<file path="src/timer_pwm_pkg.sv">
// Purpose: Constants for the two-channel timer PWM block
// Assumes: APB with 32-bit data, one register per aligned word
// Notes:   Byte address of a register is four times its index

package timer_pwm_pkg;

  // Register indices; byte address = index * 4
  localparam int unsigned ADDR_W                 = 12;
  localparam logic [9:0]  IDX_FORCE_AND_PWM_CTRL = 10'h124;
  localparam logic [9:0]  IDX_PWM_DUTY_A         = 10'h126;
  localparam logic [9:0]  IDX_PWM_DUTY_B         = 10'h127;
  localparam logic [9:0]  IDX_PWM_TIME_BASE      = 10'h128;
  localparam logic [9:0]  IDX_PWM_SHADOW_A       = 10'h12A;
  localparam logic [9:0]  IDX_PWM_SHADOW_B       = 10'h12B;
  localparam logic [9:0]  IDX_PRESCALER_READBACK = 10'h12C;

  // Control register field positions
  localparam int unsigned FOC_HI      = 15;
  localparam int unsigned FOC_LO      = 11;
  localparam int unsigned FOC_W       = 5;
  localparam int unsigned FSEL_A_BIT  = 9;
  localparam int unsigned FSEL_B_BIT  = 8;
  localparam int unsigned CLKOUT_BIT  = 7;
  localparam int unsigned CSEL_HI     = 6;
  localparam int unsigned CSEL_LO     = 4;
  localparam int unsigned SF_A_BIT    = 3;
  localparam int unsigned SF_B_BIT    = 2;
  localparam int unsigned FLVL_A_BIT  = 1;
  localparam int unsigned FLVL_B_BIT  = 0;

  // Widths and reset values
  localparam int unsigned DUTY_W       = 8;
  localparam int unsigned COUNT_W      = 16;
  localparam int unsigned PRESC_W      = 9;
  localparam logic [7:0]  DUTY_RESET   = 8'h00;
  localparam logic [7:0]  SHADOW_RESET = 8'h00;
  localparam logic [15:0] COUNT_RESET  = 16'h0000;
  localparam logic [8:0]  PRESC_RESET  = 9'h000;
  localparam logic [2:0]  CSEL_EXT     = 3'h7;

  // Period terminals: fast = 256 increments, slow = 32768 increments
  localparam logic [15:0] FAST_LAST    = 16'h00FF;
  localparam logic [15:0] SLOW_LAST    = 16'h7FFF;
  localparam int unsigned SLOW_POS_LO  = 7;

  // APB answer timing: read data is prepared in the setup cycle
  localparam logic        READY_LEVEL  = 1'b1;

endpackage

</file>
<file path="src/timer_pwm_channel_pair.sv">
// Purpose: Two-channel PWM with shared time base, prescaler and APB registers
// Assumes: All inputs synchronous to ref_clk; pclk sampled as a level
// Notes:   Compare channels live elsewhere; only force pulses leave here
//
// Summary of operation
// Force-select drives pin as discrete output
// Forced level beats clock output on A
// Clock-output enable puts count clock on A
// Select codes pick divide 2..128 or external
// Channel A period 256 or 32768 increments
// Channel B period independent, same choices
// Forced-level bit gives pin zero or one
// Duty value sets high time per period
// Duty copied to shadow at cycle end
// Shadows read-only, zero after reset
// One shared 16-bit counter for both
// Prescaler count readable in bits 8:0
// Prescaler bits 15:9 read zero
// High while scaled position below shadow
// Force-compare write of 1 pulses action
//
// Our own choices: the APB slave port and the register addresses.

`timescale 1ns/1ps
`default_nettype none

module timer_pwm_channel_pair (
  input  wire logic                                 ref_clk,
  input  wire logic                                 srst,
  input  wire logic                                 psel,
  input  wire logic                                 penable,
  input  wire logic                                 pwrite,
  input  wire logic [timer_pwm_pkg::ADDR_W-1:0]     paddr,
  input  wire logic [31:0]                          pwdata,
  input  wire logic [3:0]                           pstrb,
  output logic [31:0]                               prdata,
  output logic                                      pready,
  output logic                                      pslverr,
  input  wire logic                                 pclkExt,
  output logic                                      pwmPinA,
  output logic                                      pwmPinB,
  output logic [timer_pwm_pkg::FOC_W-1:0]           forceCompareAction
);
  import timer_pwm_pkg::*;

  ////////////////////////////////////////////////////////////////////////////
  // Helpers

  // One-cycle tick of the selected count clock
  function automatic logic tapTick(input logic [8:0] pre, input logic [2:0] sel,
                                   input logic extRise);
    logic [7:0] mask;
    mask = 8'hFF >> (3'h7 - sel);
    if (sel == CSEL_EXT) begin
      tapTick = extRise;
    end else begin
      tapTick = ((pre[7:0] & mask) == mask);
    end
  endfunction

  // Period position scaled to 8 bits
  function automatic logic [7:0] periodPos(input logic [15:0] cnt, input logic slow);
    if (slow) begin
      periodPos = cnt[SLOW_POS_LO +: DUTY_W];
    end else begin
      periodPos = cnt[7:0];
    end
  endfunction

  // Last count of a period
  function automatic logic periodLast(input logic [15:0] cnt, input logic slow);
    if (slow) begin
      periodLast = ((cnt & SLOW_LAST) == SLOW_LAST);
    end else begin
      periodLast = ((cnt & FAST_LAST) == FAST_LAST);
    end
  endfunction

  // One byte lane of one register written in the access phase
  function automatic logic regWrite(input logic acc, input logic lane,
                                    input logic [9:0] idx, input logic [9:0] want);
    regWrite = acc && lane && (idx == want);
  endfunction

  ////////////////////////////////////////////////////////////////////////////
  // Registers

  logic                forceSelectA;
  logic                forceSelectB;
  logic                countClockOutEnable;
  logic [2:0]          pwmClockSelect;
  logic                slowFastA;
  logic                slowFastB;
  logic                forcedLevelA;
  logic                forcedLevelB;
  logic [DUTY_W-1:0]   pwmDutyA;
  logic [DUTY_W-1:0]   pwmDutyB;
  logic [DUTY_W-1:0]   pwmDutyShadowA;
  logic [DUTY_W-1:0]   pwmDutyShadowB;
  logic [COUNT_W-1:0]  pwmTimeBaseCount;
  logic [PRESC_W-1:0]  prescalerCount;
  logic                pclkLast;
  logic                countTick;
  logic                pclkRise;
  logic                countClock;

  logic [9:0]          regIdx;
  logic                idxHit;
  logic                wrAccess;
  logic                wrCtlLow;
  logic                wrCtlHigh;
  logic                wrDutyA;
  logic                wrDutyB;
  logic                loadShadowA;
  logic                loadShadowB;
  logic                next_pwmPinA;
  logic                next_pwmPinB;
  logic [31:0]         next_prdata;

  assign regIdx   = paddr[ADDR_W-1:2];
  assign wrAccess = psel && penable && pwrite;

  ////////////////////////////////////////////////////////////////////////////
  // Write strobes

  // Lane 1 carries the force bits; lane 0 the rest of the control word
  assign wrCtlLow  = regWrite(wrAccess, pstrb[0], regIdx, IDX_FORCE_AND_PWM_CTRL);
  assign wrCtlHigh = regWrite(wrAccess, pstrb[1], regIdx, IDX_FORCE_AND_PWM_CTRL);
  assign wrDutyA   = regWrite(wrAccess, pstrb[0], regIdx, IDX_PWM_DUTY_A);
  assign wrDutyB   = regWrite(wrAccess, pstrb[0], regIdx, IDX_PWM_DUTY_B);

  ////////////////////////////////////////////////////////////////////////////
  // APB decode

  always_comb begin
    idxHit      = 1'b1;
    next_prdata = 32'h0000_0000;
    case (regIdx)
      IDX_FORCE_AND_PWM_CTRL: begin
        next_prdata[FSEL_A_BIT]        = forceSelectA;
        next_prdata[FSEL_B_BIT]        = forceSelectB;
        next_prdata[CLKOUT_BIT]        = countClockOutEnable;
        next_prdata[CSEL_HI:CSEL_LO]   = pwmClockSelect;
        next_prdata[SF_A_BIT]          = slowFastA;
        next_prdata[SF_B_BIT]          = slowFastB;
        next_prdata[FLVL_A_BIT]        = forcedLevelA;
        next_prdata[FLVL_B_BIT]        = forcedLevelB;
      end
      IDX_PWM_DUTY_A:         next_prdata[7:0]  = pwmDutyA;
      IDX_PWM_DUTY_B:         next_prdata[7:0]  = pwmDutyB;
      IDX_PWM_TIME_BASE:      next_prdata[15:0] = pwmTimeBaseCount;
      IDX_PWM_SHADOW_A:       next_prdata[7:0]  = pwmDutyShadowA;
      IDX_PWM_SHADOW_B:       next_prdata[7:0]  = pwmDutyShadowB;
      IDX_PRESCALER_READBACK: next_prdata[8:0]  = prescalerCount;
      default:                idxHit = 1'b0;
    endcase
  end

  // Zero wait states; read data captured in the setup cycle
  assign pready  = READY_LEVEL;
  assign pslverr = psel && penable && !idxHit;

  always_ff @(posedge ref_clk) begin
    if (srst) begin
      prdata <= 32'h0000_0000;
    end else if (psel && !penable && !pwrite) begin
      prdata <= next_prdata;
    end
  end

  ////////////////////////////////////////////////////////////////////////////
  // Control register

  always_ff @(posedge ref_clk) begin
    if (srst) begin
      forceSelectA <= 1'b0;
      forceSelectB <= 1'b0;
    end else if (wrCtlHigh) begin
      forceSelectA <= pwdata[FSEL_A_BIT];
      forceSelectB <= pwdata[FSEL_B_BIT];
    end
  end

  always_ff @(posedge ref_clk) begin
    if (srst) begin
      countClockOutEnable <= 1'b0;
      pwmClockSelect      <= 3'h0;
      slowFastA           <= 1'b0;
      slowFastB           <= 1'b0;
      forcedLevelA        <= 1'b0;
      forcedLevelB        <= 1'b0;
    end else if (wrCtlLow) begin
      countClockOutEnable <= pwdata[CLKOUT_BIT];
      pwmClockSelect      <= pwdata[CSEL_HI:CSEL_LO];
      slowFastA           <= pwdata[SF_A_BIT];
      slowFastB           <= pwdata[SF_B_BIT];
      forcedLevelA        <= pwdata[FLVL_A_BIT];
      forcedLevelB        <= pwdata[FLVL_B_BIT];
    end
  end

  // Force-compare bits are write-only pulses; zeros do nothing
  always_ff @(posedge ref_clk) begin
    if (srst) begin
      forceCompareAction <= '0;
    end else if (wrCtlHigh) begin
      forceCompareAction <= pwdata[FOC_HI:FOC_LO];
    end else begin
      forceCompareAction <= '0;
    end
  end

  ////////////////////////////////////////////////////////////////////////////
  // Duty registers

  always_ff @(posedge ref_clk) begin
    if (srst) begin
      pwmDutyA <= DUTY_RESET;
    end else if (wrDutyA) begin
      pwmDutyA <= pwdata[7:0];
    end
  end

  always_ff @(posedge ref_clk) begin
    if (srst) begin
      pwmDutyB <= DUTY_RESET;
    end else if (wrDutyB) begin
      pwmDutyB <= pwdata[7:0];
    end
  end

  ////////////////////////////////////////////////////////////////////////////
  // Prescaler and count clock

  // Free-running; only reset clears it, software cannot
  always_ff @(posedge ref_clk) begin
    if (srst) begin
      prescalerCount <= PRESC_RESET;
    end else begin
      prescalerCount <= prescalerCount + 9'h001;
    end
  end

  always_ff @(posedge ref_clk) begin
    if (srst) begin
      pclkLast <= 1'b0;
    end else begin
      pclkLast <= pclkExt;
    end
  end

  assign pclkRise  = pclkExt && !pclkLast;
  assign countTick = tapTick(prescalerCount, pwmClockSelect, pclkRise);

  // Square wave of the selected tap, for the clock-out option
  always_comb begin
    if (pwmClockSelect == CSEL_EXT) begin
      countClock = pclkLast;
    end else begin
      countClock = prescalerCount[pwmClockSelect];
    end
  end

  ////////////////////////////////////////////////////////////////////////////
  // Shared time base

  always_ff @(posedge ref_clk) begin
    if (srst) begin
      pwmTimeBaseCount <= COUNT_RESET;
    end else if (countTick) begin
      pwmTimeBaseCount <= pwmTimeBaseCount + 16'h0001;
    end
  end

  ////////////////////////////////////////////////////////////////////////////
  // Shadow duty

  // Loading only at period end keeps a mid-period write from glitching
  assign loadShadowA = countTick && periodLast(pwmTimeBaseCount, slowFastA);
  assign loadShadowB = countTick && periodLast(pwmTimeBaseCount, slowFastB);

  always_ff @(posedge ref_clk) begin
    if (srst) begin
      pwmDutyShadowA <= SHADOW_RESET;
    end else if (loadShadowA) begin
      pwmDutyShadowA <= pwmDutyA;
    end
  end

  always_ff @(posedge ref_clk) begin
    if (srst) begin
      pwmDutyShadowB <= SHADOW_RESET;
    end else if (loadShadowB) begin
      pwmDutyShadowB <= pwmDutyB;
    end
  end

  ////////////////////////////////////////////////////////////////////////////
  // Pin drivers

  logic waveA;
  logic waveB;

  // Duty 00 never high; FF high for 255 of 256 steps
  assign waveA = periodPos(pwmTimeBaseCount, slowFastA) < pwmDutyShadowA;
  assign waveB = periodPos(pwmTimeBaseCount, slowFastB) < pwmDutyShadowB;

  // Force beats clock out, so a forced pin never shows the tap
  always_comb begin
    if (forceSelectA) begin
      next_pwmPinA = forcedLevelA;
    end else if (countClockOutEnable) begin
      next_pwmPinA = countClock;
    end else begin
      next_pwmPinA = waveA;
    end
  end

  always_comb begin
    if (forceSelectB) begin
      next_pwmPinB = forcedLevelB;
    end else begin
      next_pwmPinB = waveB;
    end
  end

  ////////////////////////////////////////////////////////////////////////////
  // Pin registers

  always_ff @(posedge ref_clk) begin
    if (srst) begin
      pwmPinA <= 1'b0;
    end else begin
      pwmPinA <= next_pwmPinA;
    end
  end

  always_ff @(posedge ref_clk) begin
    if (srst) begin
      pwmPinB <= 1'b0;
    end else begin
      pwmPinB <= next_pwmPinB;
    end
  end

endmodule

`default_nettype wire

</file>
<file path="config.mk">
export PLATFORM = sky130hd
export DESIGN_NAME = timer_pwm_channel_pair
export DESIGN_NICKNAME = d
export VERILOG_FILES = /design/src/timer_pwm_pkg.sv /design/src/timer_pwm_channel_pair.sv
export SDC_FILE = /design/constraint.sdc
export NUM_CORES = 1
export LEC_CHECK = 0
export ABC_AREA = 1
export BUFFER_PORTS_ARGS = -buffer_cell sky130_fd_sc_hd__buf_4
export CAP_MARGIN = 5
export CORE_MARGIN = 4
export CORE_UTILIZATION = 35
export CTS_BUF_LIST = sky130_fd_sc_hd__clkbuf_16
export CTS_CLUSTER_DIAMETER = 200
export DETAILED_ROUTE_END_ITERATION = 12
export PLACE_DENSITY = 0.62
export SLEW_MARGIN = 20
export SYNTH_ARGS = -nofsm -noshare
export SYNTH_HDL_FRONTEND = slang
export SYNTH_SLANG_ARGS = --single-unit
</file>
<file path="constraint.sdc">
create_clock -name ref_clk -period 1.72 [get_ports ref_clk]
set_input_delay 0.172 -clock ref_clk [delete_from_list [all_inputs] [get_ports ref_clk]]
set_output_delay 0.172 -clock ref_clk [all_outputs]
set_load 0.02 [all_outputs]
</file>
Word level (Yosys, flattened, before mapping)
Index checks and enable logic that the tools add are counted.

Eq/ne operators: 11. Mux-type cells: 16. Add/subtract/negate cells: 3. Shifts and indexed selects: 1. Bitwise gates (word level): 2. Reduce and logical (&&, ||, !) cells: 20. $lt $le $gt $ge: 3.

Operator list (count): == test 10 x 9 -> 1 bit, second input constant (7); one-hot mux 8 bit (7 select lines) (1); adder 16 x 1 -> 16 bit, second input constant (1); less-than comparator 8 bit (2); two-way mux 8 bit (2); == test 15 bit, second input constant (1); logical AND 1 bit (14); adder 9 x 1 -> 9 bit, second input constant (1); two-way mux 1 bit (9); AND 8 bit (1); == test 8 bit (1); == test 8 bit, second input constant (1); >> shifter 8 x 3 -> 8 bit, first input constant (1); OR reduction 7 bit (1); two-way mux 6 bit (1); less-than comparator 3 x 5 -> 1 bit, second input constant (1); logical NOT 1 bit (4); binary-select mux 1 bit (select 3 bit) (1); == test 3 bit, second input constant (1); one-hot mux 1 bit (3 select lines) (1); subtractor 3 bit, first input constant (1); one-hot mux 1 bit (2 select lines) (1); OR reduction 2 bit (1); inverter 1 bit (1).

Bits in registers: 91. Output and inout bits: 41. Input port bits: 54. Word-level logic and storage cells: 75.

Depth between registers and ports, before layout
Word-level depth: 6. Depth in mapped cells: 10. Gate-level depth less buffers: 10.

Worst setup path before layout
OpenSTA, ideal clock, no wires.

Kind: reg-to-reg. Start point: register slowFastA. End point: register pwmPinA. Clock period less this slack: 1.765 ns. Path slack: -0.045 ns. Arrival time: 1.695 ns. Cell stages (with the launch flop): 10. Cells stage by stage: dfxtp_1 clkbuf_1 clkbuf_1 o21ai_0 ha_1 a21oi_1 o21ai_0 a211oi_1 nand2_1 a21oi_1.

Word-level cells in the longest chain between the ends: 4.

RTL lines: start: declaration (RTL line timer_pwm_channel_pair.sv:92) `logic slowFastA;`; start signal: assignment (RTL line timer_pwm_channel_pair.sv:195) `slowFastA <= pwdata[SF_A_BIT];`; two-way mux 8 bit (RTL line timer_pwm_channel_pair.sv:63) `if (slow) begin`; less-than comparator 8 bit (RTL line timer_pwm_channel_pair.sv:305) `assign waveA = periodPos(pwmTimeBaseCount, slowFastA) < pwmDutyShadowA;`; two-way mux 1 bit (RTL line timer_pwm_channel_pair.sv:312) `end else if (countClockOutEnable) begin`; two-way mux 1 bit (RTL line timer_pwm_channel_pair.sv:310) `if (forceSelectA) begin`; end signal: assignment (RTL line timer_pwm_channel_pair.sv:334) `pwmPinA <= next_pwmPinA;`; end: declaration (RTL line timer_pwm_channel_pair.sv:40) `output logic pwmPinA,`.

Every way passes these cells. A chain may end at the register's enable or synchronous reset.

Worst setup path in the final report
Same ends and word-level chain as after synthesis.

==> summary.md <==
| Metric | Value |
|---|---|
| Final setup viols | `0` |
| Final #Nets | `911` |
| Dpl ws | `-0.0304 ns` |
| DP Cell Count | `1010` |
| Buf/Inv on CP | `1` |
| DRT Wirelength | `about 15 mm` |
| Mapped Avg Cell Area | `6.70 um^2` |
| Reg2Reg Depth | `9` |
| Via count | `5176` |
| Share of Yosys cell area claimed by the top area cell type | `between 30% and 40%` |
| Layout area overhead | `21.7%` |
| Kind of critical path | `register to register` |
| Hold-fix buffers, CTS | `0` |
| Clk_lat worst skew | `roughly 0.35 ns` |
| Top Usage Layer GRT | `met2` |
| Initial Util | `36.3%` |
| Worst path max stage delay | `between 0.3 and 0.4 ns` |
| Post-synthesis cell count | `approximately 760` |
| DRC violations left | `0` |
| Count leader, synth | `nand2_1` |
| Top FF cell, synth | `dfxtp_1` |
| CTS Root Cell | `clkbuf_16` |
| Horiz. Die Dim | `129 um` |
| Slowest CP cell | `dfxtp_4` |
| Final WS setup | `0.114 ns` |
| Post-synth top area cell | `dfxtp_1` |
| Synth Cell Area | `0.00512 mm^2` |
| CTS tree | `done` |
| Clk sinks | `between 90 and 100` |
| CORE AREA | `roughly 0.014 mm^2` |
| Largest net degree at the start of global routing | `43` |
| DRT iter0 DRCs | `393` |
| Max-Cap Viols | `0` |
| Max VDD drop | `approximately 0.53 mV` |
| Multi-input gate area in the final layout | `roughly 0.0029 mm^2` |
| Crit-path cells | `buf_4 > nand2_1 > o21ai_0 > ha_1 > nand2_1 > o21ai_0 > nand2_1 > nand2_1 > a21oi_2` |
| Fill cell count | `1457` |
| Hold WC Path Type | `input port to register` |
| Tot GR Track Use | `18.1%` |
| CP Capture Point | `pwmPinA` |
| Power per cell area | `approximately 700 mW/mm^2` |
| Leakage | `2.67 nW` |
| Area contributors post-synth | `dfxtp_1, nand2_1, nor2_1` |
| Max Root-Sink Buffers | `2` |
| Share of layout cells above drive strength 1 | `19.0%` |
| Min cycle time layout | `approximately 1.6 ns` |
| Die area | `0.0166 mm^2` |
| Worst-path fanout max | `10` |
| Met2 usage | `between 20% and 30%` |
| HPWL Detailed | `around 11 mm` |
| Synth Warn # | `0` |
| Reg2reg end | `pwmPinA` |
| Headroom to the max-slew limit | `64.9%` |
| RSZ-0062 raised after global routing | `false` |
| Crit path DAT | `approximately 1.9 ns` |
| Cell Count, Final, Fillers Out | `~1000` |
| Synth cell types | `35` |
| GR Overflow Total | `0` |
| Initial DRT Pass Iterations | `5` |
| Setup crit end kind | `register` |
| CP startpoint | `slowFastA` |
| M3 GR Usage | `between 4 and 5%` |
| Fin Clk Skew | `just under 0.006 ns` |
| Setup bufs post-CTS | `0` |
| Fraction of registers with async set/reset | `0%` |
| Flop2flop setup slack | `around 0.11 ns` |
| H-tree depth | `3` |
| Number of synthesized register bits | `91` |
| Register area | `0.00183 mm^2` |
| Seq/Total Area, Yosys | `35.6%` |
| Startpoint types | `register` |
| Outcome | `complete, no violations` |
| Die H | `~130 um` |
| Post-synth EDFFs | `0` |
| Most frequent cells after synthesis | `nand2_1, nor2_1, dfxtp_1` |
| Ant diodes | `0` |
| Vias in the first global route | `between 4000 and 5000` |
| Hold Fails Final Rpt | `0` |
| Routed wire per std cell | `14.4 um` |
| FP Rows | `between 40 and 50` |
| Clock buffer count from CTS | `9` |
| Post-route ant nets | `0` |
| Initial antenna violation count | `0` |
| Global-route wire length before repair | `about 24 mm` |
| Tcrit/Tclk final | `93.4%` |
| Max Freq | `between 600 and 700 MHz` |
| CP Depth | `9` |
| IO Pins | `95` |
| Worst-margin pin slew | `around 0.52 ns` |
| Hold Slack | `0.0336 ns` |
| DR vias/cell | `~5.0` |
| Max-slew violation count | `0` |
| Reg clk slew, reported paths | `approximately 0.060 ns` |
| Post-route setup TNS | `0 ns` |
| Port Buf Inserts | `56` |
| Critical Path Most Common Cell | `nand2_1` |
| Worst r2r src | `slowFastA` |
| Worst path top cell family by delay | `flip-flops` |
| Critical path required time | `between 1.5 and 2 ns` |
| Met1 Usage GRT | `between 20 and 30%` |
| RD Place Congestion | `between 0.8 and 0.9` |
==> how the worst min path moves through the flow <==
stage / from / endpoint / slack, ns / cells past startpoint
3_3_place_gp: pwdata[14] / forceCompareAction[3] / 0.39 / 3
2_1_floorplan: srst / prescalerCount[2] / 0.25 / 1
3_5_place_dp: pwdata[13] / forceCompareAction[2] / 0.39 / 3
5_1_grt: pclkExt / pclkLast / 0.03 / 3
6_report: pwdata[15] / forceCompareAction[4] / 0.03 / 3
4_1_cts: pwdata[13] / forceCompareAction[2] / 0.03 / 3
==> worst reg2reg max path: stages, from the launching register on <==
cell,delay (ns)
dfxtp_4,0.38
buf_4,0.15
nand2_1,0.05
o21ai_0,0.11
ha_1,0.30
nand2_1,0.04
o21ai_0,0.21
nand2_1,0.07
nand2_1,0.12
a21oi_2,0.06
==> registers in the layout (all words and copies together) (netlist names), 5 cells and up <==
register,cells
pwmTimeBaseCount,16
pwmDutyShadowB,8
prdata,16
prescalerCount,9
pwmDutyShadowA,8
forceCompareAction,5
pwmDutyB,8
pwmDutyA,8
==> layout by cell type (no fill, tap or decap), types with 2 or more instances in the layout <==
master     instances
nand2_1          147
nor2_1           112
buf_4             95
dfxtp_1           84
o21ai_0           66
inv_1             64
a21oi_1           59
nand4_1           45
nand3_1           38
conb_1            17
ha_1              14
inv_2             11
nor3_1            10
clkbuf_16          9
nor2_2             8
o21ai_1            8
xor2_1             7
dfxtp_2            6
a21oi_2            5
clkinv_1           4
nand2_2            3
o21ai_2            3
nor3_4             3
nand2_4            3
o211ai_1           3
buf_12             3
nor2_4             2
nand3b_1           2
clkinv_2           2
==> report_power, final <==
group	switching, mW	leakage [nW]	internal, mW
logic	0.257	1.80	0.147
clock network	0.825	0.129	0.958
registers	0.0172	0.739	2.13
==> logic make-up after synthesis <==
kind of cell | Yosys count | share of synthesized area, %
DFF | 91 | 35.6
adders and majority gates | 16 | 3.91
AOI/OAI and AO/OA | 148 | 15.2
and+or+nand+nor | 376 | 33.0
xor gates and xnor gates | 8 | 1.37
other | 2 | 0.147
buffers and inverters | 123 | 10.8
==> stage by stage <==
step           area (um^2)  total power, mW  util, %
6_report              6230             4.33     44.2
5_1_grt               6230             4.52     44.2
4_1_cts               6180             4.37     43.8
3_5_place_dp          5910             2.59     41.9
3_3_place_gp          5910             2.59     41.9
2_1_floorplan         5180             2.45        -
==> repair_timing <==
item	CTS	global route
setup endpoints to repair	1	3
pin swaps	0	3
resized for setup	2	25
==> cell type report <==
class	count	share of cell area (%)
clock inverters	7	0.582
inverters	76	4.60
clock buffers	9	3.61
multi-input cells	565	45.8
well taps	180	3.61
repair buffers	98	12.4
flip-flops and latches	91	29.4
==> metal layers <==
metal	wire length [um]	vias up
met5	0	-
met4	212	0
met3	1160	15
met2	6470	175
met1	6890	2335
li1	-	2651
Note: power is estimated with default switching activity, not from simulation.
